File: config.mk
export PLATFORM = sky130hd
export DESIGN_NAME = lrx_top
export DESIGN_NICKNAME = d
export VERILOG_FILES = /design/src/lrx_pkg.sv /design/src/lrx_sync.sv /design/src/lrx_top.sv
export VERILOG_INCLUDE_DIRS = /design/src
export SDC_FILE = /design/constraint.sdc
export NUM_CORES = 1
export LEC_CHECK = 0
export BUFFER_PORTS_ARGS = -buffer_cell sky130_fd_sc_hd__buf_4
export CAP_MARGIN = 15
export CORE_ASPECT_RATIO = 0.5
export CORE_MARGIN = 1
export CORE_UTILIZATION = 45
export DETAILED_ROUTE_END_ITERATION = 8
export HOLD_SLACK_MARGIN = 0.1
export PLACE_DENSITY = 0.89
export SLEW_MARGIN = 20
export SYNTH_ARGS = -nofsm -noshare
export SYNTH_HDL_FRONTEND = slang
export SYNTH_SLANG_ARGS = --single-unit
File: constraint.sdc
create_clock -name pclk -period 2.9 [get_ports pclk]
set_input_delay 0.435 -clock pclk [delete_from_list [all_inputs] [get_ports pclk]]
set_output_delay 0.435 -clock pclk [all_outputs]
set_load 0.05 [all_outputs]
File: src/lrx_regs.svh
// Register offsets, field positions and reset values of the receive output block
`ifndef LRX_REGS_SVH
`define LRX_REGS_SVH

`define LRX_OFF_CTRL     12'h000
`define LRX_OFF_STATUS   12'h004
`define LRX_OFF_IRQ_STAT 12'h008
`define LRX_OFF_IRQ_MASK 12'h00c

`define LRX_CTRL_W       5
`define LRX_CTRL_RST     5'h00
`define LRX_STATUS_W     3
`define LRX_IRQ_W        2
`define LRX_IRQ_RST      2'h0

`define LRX_STAT_LOS     0
`define LRX_STAT_HW      1
`define LRX_STAT_CS      2

`endif

File: src/lrx_pkg.sv
// Types shared by the receive output block
package lrx_pkg;

  // Receive outputs toward the framer
  typedef struct packed {
    logic los;
    logic neg;
    logic pos;
  } lrx_rx_bits_t;

  // Control register layout, bit 4 first
  typedef struct packed {
    logic edge_fall;
    logic mute;
    logic ami;
    logic single_rail;
    logic global_irq_enable;
  } lrx_ctrl_t;

  // Interrupt status and mask layout
  typedef struct packed {
    logic cv;
    logic los;
  } lrx_irq_t;

endpackage

File: src/lrx_sync.sv
// Two-stage synchroniser for inputs from outside the pclk domain
`timescale 1ns/10ps
module lrx_sync #(
  parameter int W = 1
) (
  input  wire logic         pclk,
  input  wire logic         presetn,
  input  wire logic [W-1:0] async_in,
  output logic      [W-1:0] sync_out
);

  logic [W-1:0] stage1;

  // First stage feeds only the second stage
  always_ff @(posedge pclk or negedge presetn) begin
    if (!presetn) begin
      stage1   <= '0;
      sync_out <= '0;
    end else begin
      stage1   <= async_in;
      sync_out <= stage1;
    end
  end

endmodule // lrx_sync

File: src/lrx_top.sv
// Receive data outputs, mode selection, shared host pins and alarm interrupt
//
// Function
// - High or floating mode pin selects hardware mode
// - Host mode: write data in, read data out
// - Host mode: interrupt pin pulled low on alarm
// - Global enable cleared blocks the interrupt pin; irq output still follows status and mask
// - Interrupt pin is open drain, pulls low only
// - Hardware mode: five serial pins become equalizer control
// - Loss flag high at least one receive cycle
// - Loss flag stays high while loss persists
// - Dual rail: positive and negative data separate
// - Single rail: NRZ data on positive pin
// - Single rail: negative pin pulses per violation
// - AMI with single rail: every bipolar violation outside a muted loss gives a negative pin pulse
// - Mute forces data outputs low during loss
// - Edge select chooses falling or rising update
// - Unconnected mute input reads low, mute off
`timescale 1ns/10ps
`include "lrx_regs.svh"
module lrx_top #(
  parameter int ADDR_W = 12
) (
  input  wire logic              pclk,
  input  wire logic              presetn,
  input  wire logic [ADDR_W-1:0] paddr,
  input  wire logic              psel,
  input  wire logic              penable,
  input  wire logic              pwrite,
  input  wire logic [31:0]       pwdata,
  output logic      [31:0]       prdata,
  output logic                   pready,
  output logic                   pslverr,
  output logic                   irq,
  input  wire logic              control_mode_select,
  input  wire logic              serial_write_input,
  input  wire logic              serial_clock,
  input  wire logic              chip_select_n,
  input  wire logic              equalizer_ctrl_bit3,
  output logic                   serial_read_output,
  output logic                   serial_read_output_oe,
  input  wire logic              equalizer_ctrl_bit0,
  output logic                   irq_pin_out,
  output logic                   irq_pin_oe,
  output logic                   host_write_data,
  output logic                   host_serial_clock,
  output logic                   host_chip_select_n,
  input  wire logic              host_read_data,
  output logic      [4:0]        equalizer_ctrl,
  input  wire logic              rx_clock,
  input  wire logic              rec_pos,
  input  wire logic              rec_neg,
  input  wire logic              los_detect,
  input  wire logic              rx_output_mute,
  input  wire logic              rx_output_edge_select,
  output logic                   rx_positive_rail,
  output logic                   rx_negative_rail,
  output logic                   rx_signal_loss_flag
);

  // ==========================================================
  // Input synchronisers
  localparam int NSYNC = 12;

  logic [NSYNC-1:0] pins_s;

  lrx_sync #(.W(NSYNC)) u_sync (
    .pclk     (pclk),
    .presetn  (presetn),
    // Idle-high pins pass inverted, so a synchroniser in reset reads them idle
    .async_in ({rx_clock, rec_pos, rec_neg, los_detect,
                !control_mode_select, rx_output_mute,
                rx_output_edge_select, serial_write_input,
                equalizer_ctrl_bit3, serial_clock, !chip_select_n,
                equalizer_ctrl_bit0}),
    .sync_out (pins_s)
  );

  wire logic       rclk_s   = pins_s[11];
  wire logic       pos_s    = pins_s[10];
  wire logic       neg_s    = pins_s[9];
  wire logic       los_s    = pins_s[8];
  wire logic       mode_s   = !pins_s[7];
  wire logic       mute_s   = pins_s[6];
  wire logic       edge_s   = pins_s[5];
  wire logic [4:0] shared_s = {pins_s[4:2], !pins_s[1], pins_s[0]};

  // ==========================================================
  // Mode and shared pins
  logic hw_mode;
  logic sdo_q;

  always_ff @(posedge pclk or negedge presetn) begin
    if (!presetn) begin
      hw_mode <= 1'b1;
    end else begin
      hw_mode <= mode_s;
    end
  end

  // Host-mode chip select; held inactive in hardware mode
  wire logic cs_act = !hw_mode && !shared_s[1];

  always_ff @(posedge pclk or negedge presetn) begin
    if (!presetn) begin
      host_write_data    <= 1'b0;
      host_serial_clock  <= 1'b0;
      host_chip_select_n <= 1'b1;
      equalizer_ctrl     <= 5'h00;
      sdo_q              <= 1'b0;
    end else begin
      host_write_data    <= !hw_mode && shared_s[4];
      host_serial_clock  <= !hw_mode && shared_s[2];
      host_chip_select_n <= !cs_act;
      sdo_q              <= host_read_data;
      // Pins 21..25 in order carry bits 4..0
      if (hw_mode) begin
        equalizer_ctrl <= shared_s;
      end
    end
  end

  // Read data pin drives only while a host transfer is open
  assign serial_read_output    = sdo_q;
  assign serial_read_output_oe = cs_act;

  // ==========================================================
  // APB register file
  lrx_pkg::lrx_ctrl_t ctrl;
  lrx_pkg::lrx_irq_t  irq_stat;
  lrx_pkg::lrx_irq_t  irq_mask;
  lrx_pkg::lrx_irq_t  irq_ev;

  wire logic sel_ctrl  = paddr == ADDR_W'(`LRX_OFF_CTRL);
  wire logic sel_stat  = paddr == ADDR_W'(`LRX_OFF_STATUS);
  wire logic sel_istat = paddr == ADDR_W'(`LRX_OFF_IRQ_STAT);
  wire logic sel_imask = paddr == ADDR_W'(`LRX_OFF_IRQ_MASK);
  wire logic mapped    = sel_ctrl | sel_stat | sel_istat | sel_imask;
  wire logic setup     = psel && !penable;
  wire logic access    = psel && penable;
  wire logic wr_ok     = access && pwrite && mapped;

  logic [`LRX_STATUS_W-1:0] status_v;
  logic [31:0]              rd_mux;

  assign status_v[`LRX_STAT_LOS] = rx_signal_loss_flag;
  assign status_v[`LRX_STAT_HW]  = hw_mode;
  assign status_v[`LRX_STAT_CS]  = cs_act;

  assign rd_mux = sel_ctrl  ? 32'(ctrl)     :
                  sel_stat  ? 32'(status_v) :
                  sel_istat ? 32'(irq_stat) :
                  sel_imask ? 32'(irq_mask) : 32'h0000_0000;

  // Zero wait states: read data is caught in the setup cycle
  assign pready  = access;
  assign pslverr = access && !mapped;

  always_ff @(posedge pclk or negedge presetn) begin
    if (!presetn) begin
      prdata <= 32'h0000_0000;
    end else if (setup) begin
      prdata <= rd_mux;
    end
  end

  always_ff @(posedge pclk or negedge presetn) begin
    if (!presetn) begin
      ctrl     <= `LRX_CTRL_RST;
      irq_mask <= `LRX_IRQ_RST;
    end else if (wr_ok) begin
      if (sel_ctrl) begin
        ctrl <= pwdata[`LRX_CTRL_W-1:0];
      end
      if (sel_imask) begin
        irq_mask <= pwdata[`LRX_IRQ_W-1:0];
      end
    end
  end

  // Write one to clear; a new event in the same cycle wins
  wire logic [`LRX_IRQ_W-1:0] w1c =
    (wr_ok && sel_istat) ? pwdata[`LRX_IRQ_W-1:0] : `LRX_IRQ_RST;

  always_ff @(posedge pclk or negedge presetn) begin
    if (!presetn) begin
      irq_stat <= `LRX_IRQ_RST;
    end else begin
      irq_stat <= (irq_stat & ~w1c) | irq_ev;
    end
  end

  wire logic irq_any = |(irq_stat & irq_mask);
  assign irq = irq_any;

  // Open drain: output level is always low, only the enable moves
  assign irq_pin_out = 1'b0;
  assign irq_pin_oe  = !hw_mode && ctrl.global_irq_enable && irq_any;

  // ==========================================================
  // Receive clock edge and output update
  logic rclk_q;

  always_ff @(posedge pclk or negedge presetn) begin
    if (!presetn) begin
      rclk_q <= 1'b0;
    end else begin
      rclk_q <= rclk_s;
    end
  end

  // In host mode the register supplies mute and edge choice
  wire logic edge_eff = hw_mode ? edge_s : ctrl.edge_fall;
  wire logic mute_eff = hw_mode ? mute_s : ctrl.mute;
  wire logic rise_ev  = rclk_s && !rclk_q;
  wire logic fall_ev  = !rclk_s && rclk_q;
  wire logic upd      = edge_eff ? fall_ev : rise_ev;

  // ==========================================================
  // Code violation detection
  logic last_neg;
  logic seen_mark;

  wire logic mark    = pos_s ^ neg_s;
  wire logic both    = pos_s && neg_s;
  wire logic bpv     = mark && seen_mark && (neg_s == last_neg);
  // Substitution codes are decoded upstream, so only AMI checks polarity
  wire logic cv      = both || (ctrl.ami && bpv);
  wire logic muted   = mute_eff && los_s;

  always_ff @(posedge pclk or negedge presetn) begin
    if (!presetn) begin
      last_neg  <= 1'b0;
      seen_mark <= 1'b0;
    end else if (upd && mark) begin
      last_neg  <= neg_s;
      seen_mark <= 1'b1;
    end
  end

  lrx_pkg::lrx_rx_bits_t rx_q;
  lrx_pkg::lrx_rx_bits_t next_rx;

  always_comb begin
    next_rx.los = los_s;
    if (muted) begin
      next_rx.pos = 1'b0;
      next_rx.neg = 1'b0;
    end else if (ctrl.single_rail) begin
      next_rx.pos = pos_s || neg_s;
      next_rx.neg = cv;
    end else begin
      next_rx.pos = pos_s;
      next_rx.neg = neg_s;
    end
  end

  // Flags and data share one update edge
  always_ff @(posedge pclk or negedge presetn) begin
    if (!presetn) begin
      rx_q <= '0;
    end else if (upd) begin
      rx_q <= next_rx;
    end
  end

  assign rx_positive_rail    = rx_q.pos;
  assign rx_negative_rail    = rx_q.neg;
  assign rx_signal_loss_flag = rx_q.los;

  assign irq_ev.los = upd && los_s && !rx_q.los;
  assign irq_ev.cv  = upd && ctrl.single_rail && !muted && cv;
endmodule // lrx_top

# After elaboration in Yosys (flattened, before gate mapping)
# Cells that the tools add are included.
[word_totals]
register_bits = 81
inputBits = 62
out_inout_bits = 50
word_cells = 88
[op_classes]
n_eq_ne = 4
mux = 10
bitwise_logic = 8
reduce_logical = 42
[ops]
columns = ["cell", "n"]
rows = [
  ["$eq A12 B4 Y1 const B", 2],
  ["$logic_and A1 B1 Y1", 24],
  ["$eq A12 B3 Y1 const B", 1],
  ["$logic_not A1 Y1", 12],
  ["$logic_not A12 Y1", 1],
  ["$mux W2", 5],
  ["$mux W5", 1],
  ["$and A2 B2 Y2", 2],
  ["$reduce_and A2 Y1", 2],
  ["$mux W1", 3],
  ["$mux W3", 1],
  ["$or A1 B1 Y1", 3],
  ["$logic_or A1 B1 Y1", 2],
  ["$not A2 Y2", 1],
  ["$or A2 B2 Y2", 1],
  ["$reduce_or A2 Y1", 1],
  ["$eq A1 B1 Y1", 1],
  ["$xor A1 B1 Y1", 1],
]

# Depth between registers and ports, before layout
# Gate-level depths: netlist of run 1.
[depth]
depth_word = 10
ltp_mapped = 5
ltp_nobuf = 5

# By module
# Synthesis of run 1 repeated with hierarchy kept, for this count alone.
[unflattened]
hier_cells = 168
area_unflattened_um2 = 2212.1
[by_module_without_submodules]
columns = ["mod", "instances", "cells_each", "area_per_inst_um2"]
rows = [
  ["lrx_top", 1, 144, 1611.5],
  ["lrx_sync", 1, 24, 600.6],
]

# Least setup slack after synthesis of run 1
# Ideal clock, no wire load.
[synth_path]
path_type = "register to output"
from = "reg irq_stat[0] in the netlist's numbering"
to = "out irq_pin_oe"
arrival_time_ps = 2026
required_ps = 2465
setup_slack_ps = 439
path_stages_with_launch = 3
path_buffers = 0
path_cell_list = "dfrtp_1 > a22o_1 > nor3b_1"
[synth_between]
elab_chain_len = 3
[synth_rtl]
columns = ["element", "line", "source"]
rows = [
  ["start: declaration", "lrx_top.sv:130", "lrx_pkg::lrx_irq_t irq_stat;"],
  ["start signal: assignment", "lrx_top.sv:187", "irq_stat <= `LRX_IRQ_RST;"],
  ["start signal: assignment", "lrx_top.sv:189", "irq_stat <= (irq_stat & ~w1c) | irq_ev;"],
  ["$and A2 B2 Y2", "lrx_top.sv:193", "wire logic irq_any = |(irq_stat & irq_mask);"],
  ["$reduce_or A2 Y1", "lrx_top.sv:193", ""],
  ["net irq", "lrx_top.sv:34", "output logic irq,"],
  ["$logic_and A1 B1 Y1", "lrx_top.sv:198", "assign irq_pin_oe = !hw_mode && ctrl.global_irq_enable && irq_any;"],
  ["end: declaration", "lrx_top.sv:44", "output logic irq_pin_oe,"],
]
# The timed path passes the listed nets, and every way through them passes these cells.

# Final worst setup path of run 1
[layout_path]
from = "in paddr[9]"
to = "out pslverr"
[layout_between]
elab_chain_len = 6
word_cells_on_any_way = 9
[layout_rtl]
columns = ["element", "line", "source"]
rows = [
  ["start: declaration", "lrx_top.sv:26", "input wire logic [ADDR_W-1:0] paddr,"],
  ["$eq A12 B3 Y1 or $logic_not A12 Y1 (tied branches)", "lrx_top.sv:135, lrx_top.sv:134", ""],
  ["$or A1 B1 Y1 (2 in a row)", "lrx_top.sv:138", "wire logic mapped = sel_ctrl | sel_stat | sel_istat | sel_imask;"],
  ["$or A1 B1 Y1 (*)", "lrx_top.sv:138", ""],
  ["$logic_not A1 Y1 (*)", "lrx_top.sv:157", "assign pslverr = access && !mapped;"],
  ["$logic_and A1 B1 Y1 (*)", "lrx_top.sv:157", ""],
  ["end: declaration", "lrx_top.sv:33", "output logic pslverr,"],
]
# Every way passes the cells marked *; elsewhere a longest branch is shown, timed or not.

==> results of run 1 <==
## power by group through the flow
stage          registers (uW)  logic [uW]  clock network (uW)
5_1_grt                   822         308                 524
3_3_place_gp              829         285                   0
6_report                  818         290                 486
4_1_cts                   818         291                 494
2_1_floorplan             888         167                   0
3_5_place_dp              833         290                   0
## sequential cells by signal, indices dropped and copies added (netlist names), 2 cells and up
signal           count
u_sync.stage1       12
u_sync.sync_out     12
ctrl                 5
equalizer_ctrl       5
prdata               5
irq_mask             2
irq_stat             2
## cell type report
type	count	area, um2
multi-input combinational	102	696
clock buffer	7	76.3
clock inverter	1	30.0
tap	66	82.6
inverter	10	37.5
fill	336	1860
sequential	54	1350
timing repair buffer	56	420
## cells in the final DEF (no fill, tap or decap), drive strengths merged
master and instances:
nand4b 2, mux2 14, a22o 4, a32o 1, nor4 4, buf 56, nor3b 3, nor2 5
nand3 1, a211oi 4, inv 10, a22oi 2, and2 2, bufinv 1, and3 3, nand2b 5
nand2 4, a21oi 2, ha 2, nor2b 3, dfrtp 52, xnor2 1, dfstp 2, o21ai 2
nor3 2, conb 28, mux2i 6, a41oi 1, clkbuf 7, or4 1
## per-stage QoR
step	power [uW]	cells	cell area [um2]	setup slack [ps]
after floorplan	1050	198	2310	439
after global placement	1110	288	2590	756
after detailed placement	1120	288	2590	699
after CTS	1600	296	2700	751
after global routing	1650	296	2700	504
final	1590	296	2700	709
## worst register-to-register path: cells and delay by family (launching register included)
kind / cells / cell delay (ps)
simple gates: 1 / 160
flops: 1 / 720
mux: 3 / 1100
## cells by family after synthesis
group	count (synthesis)	synth area share, %
adders and majority gates	2	1.13
and+or+nand+nor	35	9.95
AOI/OAI and AO/OA	16	5.37
buffers and inverters	42	12.0
DFF	54	61.2
xor gates and xnor gates	1	0.396
other	1	0.169
muxes	20	9.84
## metal layers
layer,vias to the layer above,part of all wire [%]
li1,637,-
met1,679,42
met2,75,50
met3,4,6.5
met4,0,0.82
met5,-,0
## how the worst min path moves through the flow
stage	startpoint	endpoint	cells after the start	slack, ps
floorplan	presetn	ctrl[0]	0	140
global placement	u_sync.stage1[1]	u_sync.sync_out[1]	0	330
detailed placement	u_sync.stage1[7]	u_sync.sync_out[7]	0	330
CTS	presetn	u_sync.stage1[11]	1	180
global route	presetn	u_sync.stage1[3]	1	210
finish	presetn	prdata[4]	1	160
==> flow_summary_export.csv, run 1 <==
group,metric,value,unit
logic_synthesis,synth_seq_cells,54,
grt,track_usage,16.9,%
power_and_ir_drop,pwr-share-clk,30.5,%
grt,grt_max_degree,55,
sta,final.setup_skew,9.25,ps
sta,finalHoldViolCount,0,
sta,tightest_slew,820,ps
place,place_congestion,0.839,
clock_network,clock_latency,300,ps
routing,route.vias.total,1395,
die,start_util,48.6,%
grt,grt_overflow,0,
grt,grt_pass1_wl,6.56,mm
critical_path,worst-path-stages,5,
critical_path,cpLargestDelayFamily,"simple AND/OR/NAND/NOR gates",
critical_path,worstSetupStartpoint,"paddr[9]",
critical_path,cp_data_required_time,2470,ps
die,dieWidth,101,um
power_and_ir_drop,pwr-share-seq,51.3,%
clock_network,numCtsBuffers,5,
logic_synthesis,synth_edf_count,0,
logic_synthesis,synth_flop_cell,"dfrtp_1",
finish,syn_to_final_growth,21.8,%
sta,max_slew_margin,44.9,%
power_and_ir_drop,comb_power_share,18.2,%
finish,finalNetCount,293,
sta,final.min_clock_period,2190,ps
clock_network,clk_pin_slew,90,ps
logic_synthesis,synth_cell_type_count,33,
critical_path,reg2reg_to,"last_neg",
clock_network,cts.sinks,54,
finish,antenna_cells,0,
sta,drv_slew,0,
power_and_ir_drop,peakVddDrop,0.262,mV
sta,finalCritPeriodShare,75.5,%
critical_path,cpMaxStageDelayCell,"nor4_1",
critical_path,path_cells,"buf_4 -> nor4_1 -> nand3_1 -> and2_2 -> buf_4",
sta,holdWs,160,ps
finish,drive_gt1_share,35.2,%
clock_network,post_cts_buffers,0,
finish,utilization,59.2,%
routing,drtAntennaViolNets,0,
logic_synthesis,synth_top_area_share,58.8,%
routing,dr.pass1.iters,4,
logic_synthesis,synthesis.yosys.warnings,0,
clock_network,cts-root-buf,"clkbuf_8",
routing,drc,0,
outcome,outcome,"finished clean",
logic_synthesis,yosysMostFrequentCell,"dfrtp_1",
logic_synthesis,yosys-top-cells-area,"dfrtp_1 (59%), buf_4 (9.5%), mux2_2 (7.1%)",
run,cap_violations,0,
critical_path,cp_max_fo,4,
grt,antenna_found_initial,0,
grt,grt_pass1_vias,1345,
routing,vias_per_cell,4.71,
critical_path,r2r-start,"hw_mode",
routing,drt_wl_total,4.04,mm
grt,grtUsageMet3,3.90,%
critical_path,critPathMaxStageDelay,430,ps
die,core_area,4550,um2
critical_path,rr_worst_depth,4,
critical_path,cp-end-kind,"primary output",
clock_network,clockBufferDepth,2,
worst_hold_path,hold_class,"input pin to async pin",
sta,setup-violations-final,0,
sta,timing.fmax,0.457,GHz
critical_path,crit_type,"input pin to primary output",
logic_synthesis,netlist_area,2210,um2
sta,fin_tns_setup,0,ps
logic_synthesis,synth_top_area_cell,"dfrtp_1",
power_and_ir_drop,switchingPower,457,uW
die,die_h,51.6,um
routing,drt_iter0_drc,84,
power_and_ir_drop,leakage,0.00133,uW
die,num_rows,17,
critical_path,critPathLaunchType,"input pin",
die,ios,112,
die,dieArea,5220,um2
critical_path,worst-path-buf-inv,2,
power_and_ir_drop,power_density,591,nW/um2
grt,use_met2,28.6,%
logic_synthesis,yosysSeqAreaShare,61.2,%
routing,wire_per_inst,13.6,um
sta,rsz0062_at_grt,"no",
critical_path,regToRegSetupSlack,800,ps
place,hpwl,2.90,mm
clock_network,cts_resized,0,
logic_synthesis,synth_top_cells_by_count,"dfrtp_1 (52), buf_4 (28), mux2_2 (14)",
critical_path,crit_arrival,1760,ps
critical_path,cp_common_cell,"buf_4",
critical_path,setup.worst_path.end,"pslverr",
clock_network,cts_tree,"done",
power_and_ir_drop,internal_power,1140,uW
grt,grt_util_met1,21.6,%
clock_network,cts_hold_buf,0,
logic_synthesis,synthArstFlopShare,100,%
place,port_buffers,56,
logic_synthesis,syn_area_per_cell,12.9,um2
power_and_ir_drop,switching_share,28.7,%
clock_network,htree_levels,2,
logic_synthesis,synthCells,171,
grt,top_usage_layer,"met2",
No activity file was read; power rests on OpenSTA's default activity.
==> run 2, diff against run 1 <==
ABC_AREA = 1   (was not set)
PLACE_DENSITY = 0.88   (was 0.89)
clock period = 2.3 ns   (was 2.9 ns; I/O delays follow)
==> run 2 against run 1 <==
  * Wire length rose by 7.5%
  * First-iteration DRC count up 140%
  * Final cell count increased by 23%
  * Largest cell class unchanged
  * Largest power group unchanged
==> flow_summary_export.csv, run 2 <==
group,metric,value,unit
outcome,outcome,"finished clean",
die,die_h,52.9,um
die,ios,112,
critical_path,critPathLaunchType,"flip-flop",
power_and_ir_drop,pwr-share-clk,31.2,%
logic_synthesis,synth_edf_count,0,
clock_network,cts_resized,0,
logic_synthesis,synth_seq_cells,54,
place,hpwl,3.24,mm
routing,wire_per_inst,11.9,um
grt,antenna_found_initial,0,
clock_network,htree_levels,2,
routing,dr.pass1.iters,4,
die,dieWidth,104,um
die,core_area,4950,um2
place,port_buffers,56,
logic_synthesis,synth_flop_cell,"dfrtp_1",
critical_path,worstSetupStartpoint,"hw_mode",
sta,max_slew_margin,56.2,%
logic_synthesis,synth_cell_type_count,30,
sta,finalHoldViolCount,0,
logic_synthesis,yosys-top-cells-area,"dfrtp_1 (56%), buf_4 (9.0%), nand2_1 (7.2%)",
die,start_util,47.0,%
finish,top_regs,"u_sync.stage1: 12 flops, u_sync.sync_out: 12 flops",
logic_synthesis,synth_top_area_cell,"dfrtp_1",
finish,utilization,57.1,%
power_and_ir_drop,switching_share,28.8,%
logic_synthesis,netlist_area,2330,um2
worst_hold_path,hold_class,"input pin to flip-flop",
critical_path,cp_data_required_time,1960,ps
die,num_rows,18,
place,pre_cts_ws,668,ps
logic_synthesis,synthesis.yosys.warnings,0,
clock_network,cts-root-buf,"clkbuf_8",
sta,tightest_slew,657,ps
grt,track_usage,16.3,%
routing,vias_per_cell,4.62,
logic_synthesis,yosysSeqAreaShare,58.1,%
run,cap_violations,0,
finish,final_area,2830,um2
place,place_congestion,0.765,
routing,drtAntennaViolNets,0,
critical_path,crit_arrival,1300,ps
logic_synthesis,synth_top_area_share,55.8,%
clock_network,clk_pin_slew,90,ps
clock_network,post_cts_buffers,0,
critical_path,r2r-start,"hw_mode",
finish,finalNonFillerCells,364,
critical_path,regToRegSetupSlack,850,ps
routing,drc,0,
critical_path,crit_type,"flip-flop to primary output",
critical_path,cp-end-kind,"primary output",
die,dieArea,5490,um2
critical_path,critPathMaxStageDelay,670,ps
clock_network,clock_latency,300,ps
clock_network,cts.sinks,54,
finish,layout_common_cells,"buf_4 (56), dfrtp_1 (52), nand2_1 (45)",
sta,rsz0062_at_grt,"no",
power_and_ir_drop,internal_power,1440,uW
sta,final.setup_skew,4.74,ps
grt,grt_overflow,0,
sta,finalCritPeriodShare,71.7,%
grt,grt_max_degree,55,
power_and_ir_drop,pwr-share-seq,50.7,%
sta,setup_slack,650,ps
power_and_ir_drop,comb_power_share,18.1,%
power_and_ir_drop,peakVddDrop,0.315,mV
place,place_area,2710,um2
clock_network,clockBufferDepth,2,
finish,drive_gt1_share,27.6,%
power_and_ir_drop,leakage,0.00149,uW
logic_synthesis,synth_top_cells_by_count,"dfrtp_1 (52), nand2_1 (45), buf_4 (28)",
place,dp_cells,356,
power_and_ir_drop,power_density,715,nW/um2
logic_synthesis,yosysMostFrequentCell,"dfrtp_1",
finish,finalNetCount,358,
finish,syn_to_final_growth,21.4,%
sta,timing.fmax,0.606,GHz
logic_synthesis,syn_area_per_cell,10.0,um2
finish,final_common_cell,"buf_4",
routing,drt_wl_total,4.34,mm
sta,fin_tns_setup,0,ps
sta,setup-violations-final,0,
finish,antenna_cells,0,
sta,final.min_clock_period,1650,ps
critical_path,cpMaxStageDelayCell,"dfstp_2",
grt,grt_pass1_vias,1583,
worst_hold_path,min_from,"rec_pos",
logic_synthesis,synthCells,233,
critical_path,path_cells,"nor2_1 -> buf_4",
power_and_ir_drop,switchingPower,583,uW
clock_network,numCtsBuffers,5,
routing,route.vias.total,1680,
routing,drt_iter0_drc,202,
grt,grt_pass1_wl,6.89,mm
critical_path,cp_max_fo,11,
sta,drv_slew,0,
clock_network,cts_tree,"done",
logic_synthesis,synthArstFlopShare,100,%
run 2: cell types whose count changed in the layout (fill, tap and decap cells not counted), moves of 5 or more:
cell / change
nand2_1: +41
inv_1: +17
o21ai_1: +16
mux2_2: -14
nor2_1: +12
nand3_1: +10
mux2i_1: -6
nand2b_1: -5
run 2: cell families after synthesis:
group,synth area share (%)
AND/OR/NAND/NOR,18.1
buffers and inverters,15.2
AO/OA/AOI/OAI,6.92
flip-flops,58.1
other,0.161
adder cells (fa/ha/maj),1.07
XOR/XNOR,0.376
run 2: cell type report:
type / instances / area [um2]
flip-flops and latches: 54 / 1350
clock inverters: 1 / 30.0
fillers: 401 / 2120
repair buffers: 57 / 430
inverters: 32 / 123
well taps: 70 / 87.6
clock buffers: 6 / 82.6
multi-input cells: 144 / 723
run 2: timing repair:
action,CTS,global route
hold buffers,1,0
endpoints found under the setup margin,0,0
endpoints found under the hold margin,52,0
run 2: power by group through the flow:
stage	registers (uW)	logic [uW]	clock network [uW]
6_report	1020	366	632
3_3_place_gp	1040	358	0
2_1_floorplan	1110	217	0
5_1_grt	1030	391	677
3_5_place_dp	1040	366	0
4_1_cts	1030	368	638
run 2: final timing paths:
check / end / cells after the start
max: serial_read_output_oe / 2
min reg2reg: u_sync.sync_out[3] / 0
max in group asynchronous: u_sync.stage1[7] / 2
min: u_sync.stage1[10] / 1
min in group asynchronous: irq_mask[1] / 2
max reg2reg: last_neg / 7
run 2: critical path, delay by kind of cell, from the launching register on:
family        cells  cell delay (ps)
buf+inv           1              210
flops             1              670
simple gates      1              130
run 2: per-stage QoR:
stage / hold WS, ps / total power [uW]
6_report: 148 / 2020
5_1_grt: 133 / 2100
4_1_cts: 142 / 2030
3_5_place_dp: 336 / 1410
3_3_place_gp: 333 / 1400
2_1_floorplan: 49.4 / 1320
run 2: routing by layer:
metal  global-route usage (%)  share of wire [%]  vias up
li1                         -                  -      790
met1                     19.1                 40      801
met2                     31.5                 53       82
met3                     2.83                5.7        7
met4                     5.48                1.0        0
met5                        0                  0        -
==> run 3, diff against run 2 <==
CORE_UTILIZATION = 41   (was 45)
PLACE_DENSITY = 0.85   (was 0.88)
clock period = 1.4 ns   (was 2.3 ns; I/O delays follow)
==> run 3 against run 2 <==
  * The flow now finishes with violations (setup timing)
  * Sequential power increased by 65%
  * Clock power increased by 95%
  * Combinational power increased by 84%
  * Total power increased by 77%
  * Worst setup slack got worse by 680 ps
  * Sequential share of layout area decreased by 4.7 points
  * Core utilization increased by 3.5 points
  * Clock-buffer cell count unchanged
  * Critical endpoint is now irq_pin_oe
  * Largest cell class unchanged
==> flow_summary_export.csv, run 3 (synthesis gave the netlist of run 2 again) <==
group,metric,value,unit
worst_hold_path,hold_class,"input pin to flip-flop",
finish,drive_gt1_share,31.2,%
sta,fin_tns_setup,-32.0,ps
power_and_ir_drop,p_total,3590,uW
routing,vias_per_cell,4.71,
sta,finalCritPeriodShare,102,%
critical_path,regToRegSetupSlack,50,ps
run,cap_violations,0,
outcome,outcome,"finished with violations",
grt,grt_overflow,0,
sta,holdWs,171,ps
sta,final.setup_skew,6.85,ps
sta,final.min_clock_period,1430,ps
finish,fillCellCount,392,
critical_path,critPathLaunchType,"flip-flop",
finish,antenna_cells,0,
critical_path,reg2reg_to,"rx_negative_rail",
place,hpwl,3.36,mm
critical_path,cp_data_required_time,1190,ps
sta,tightest_slew,645,ps
power_and_ir_drop,pwr-share-clk,34.3,%
sta,timing.fmax,0.698,GHz
grt,grt_max_degree,55,
die,num_rows,18,
die,start_util,45.0,%
place,port_buffers,56,
die,dieArea,6010,um2
worst_hold_path,min_from,"pwdata[2]",
die,ios,112,
routing,drc,0,
sta,rsz0062_at_grt,"yes",
critical_path,rr_worst_depth,6,
finish,syn_to_final_growth,34.7,%
clock_network,clock_latency,290,ps
clock_network,cts-root-buf,"clkbuf_16",
power_and_ir_drop,comb_power_share,18.8,%
die,die_h,55.3,um
die,dieWidth,109,um
routing,dr.pass1.iters,4,
grt,track_usage,16.6,%
finish,final_common_cell,"buf_4",
sta,max_slew_margin,57.0,%
power_and_ir_drop,power_density,1140,nW/um2
outcome,violations,"setup timing",
power_and_ir_drop,pwr-share-seq,46.9,%
finish,finalNetCount,384,
power_and_ir_drop,peakVddDrop,0.707,mV
place,place_congestion,0.768,
power_and_ir_drop,internal_power,2550,uW
finish,layout_common_cells,"buf_4 (66), dfrtp_1 (52), nand2_1 (44)",
routing,drt_iter0_drc,124,
sta,setup-violations-final,1,
critical_path,r2r-start,"hw_mode",
worst_hold_path,worstHoldEndpoint,"ctrl[2]",
worst_hold_path,min_path_cells,3,
clock_network,htree_levels,2,
clock_network,cts.sinks,54,
sta,finalHoldViolCount,0,
clock_network,clockBufferDepth,2,
critical_path,path_cells,"a22o_1 -> nand2_1 -> nor2_2 -> buf_6",
critical_path,cp_max_fo,2,
die,core_area,5180,um2
grt,grt_pass1_vias,1808,
grt,antenna_found_initial,0,
sta,drv_slew,0,
place,dp_cells,362,
critical_path,crit_arrival,1220,ps
place,pre_cts_ws,48.9,ps
critical_path,crit_type,"flip-flop to primary output",
routing,drtAntennaViolNets,0,
power_and_ir_drop,switchingPower,1040,uW
clock_network,cts_tree,"done",
sta,setup_slack,-32.0,ps
finish,top_regs,"u_sync.stage1: 12 flops, u_sync.sync_out: 12 flops",
routing,drt_wl_total,5.04,mm
critical_path,worstSetupStartpoint,"irq_stat[0]",
power_and_ir_drop,switching_share,29.0,%
clock_network,clk_pin_slew,70,ps
critical_path,cp-end-kind,"primary output",
critical_path,critPathMaxStageDelay,410,ps
routing,route.vias.total,1841,
critical_path,cpMaxStageDelayCell,"dfrtp_1",
clock_network,numCtsBuffers,5,
routing,wire_per_inst,12.9,um
finish,finalNonFillerCells,391,
grt,grt_pass1_wl,7.69,mm
power_and_ir_drop,leakage,0.00164,uW
-- run 3: worst max-delay path, delay by kind of cell (launching register included) --
kind	cells	cell delay, ps
flip-flops	1	410
AND/OR/NAND/NOR	2	120
buffers and inverters	1	140
AO/OA/AOI/OAI	1	260
-- run 3: power by group through the flow --
stage | logic (uW) | registers (uW) | clock network [uW]
2_1_floorplan | 358 | 1820 | 0
3_3_place_gp | 602 | 1700 | 0
3_5_place_dp | 618 | 1710 | 0
4_1_cts | 655 | 1680 | 1240
5_1_grt | 720 | 1690 | 1320
6_report | 675 | 1680 | 1230
-- run 3: final cells by class --
| cell class | instances | area [um2] | area share [%] |
|---|---|---|---|
| Sequential cell | 54 | 1350 | 43.1 |
| Multi-Input combinational cell | 144 | 754 | 24.0 |
| Timing Repair Buffer | 83 | 669 | 21.3 |
| Clock buffer | 6 | 139 | 4.42 |
| Inverter | 32 | 123 | 3.91 |
| Tap cell | 70 | 87.6 | 2.79 |
| Clock inverter | 2 | 12.5 | 0.399 |
-- run 3: what timing repair did --
item                                    4_1_cts  5_1_grt
gates resized for setup                       3        5
pin swaps                                     0        2
hold endpoints to repair                     65        0
endpoints found under the setup margin        2        4
setup buffers                                 2        5
hold buffers                                 14        0
-- run 3: per-layer routing --
layer	track usage, %	up-vias	routed length (um)
li1	-	850	-
met4	8.88	0	40
met2	29.7	90	2680
met3	4.13	6	304
met1	18.1	895	2010
met5	0	-	0
-- run 3: through the flow --
| stage | util, % | cell area, um2 |
|---|---|---|
| floorplan | - | 2440 |
| global placement | 53.3 | 2760 |
| detailed placement | 53.3 | 2760 |
| CTS | 59.4 | 3080 |
| global route | 60.6 | 3140 |
| finish | 60.6 | 3140 |
-- run 3: worst max-delay path by stage --
| stage | end | slack (ps) | cells past startpoint |
|---|---|---|---|
| 2_1_floorplan | irq_pin_oe | -170 | 3 |
| 3_3_place_gp | prdata[1] | 90 | 9 |
| 3_5_place_dp | last_neg | 50 | 7 |
| 4_1_cts | serial_read_output_oe | 4 | 3 |
| 5_1_grt | irq_pin_oe | -60 | 4 |
| 6_report | irq_pin_oe | -30 | 4 |
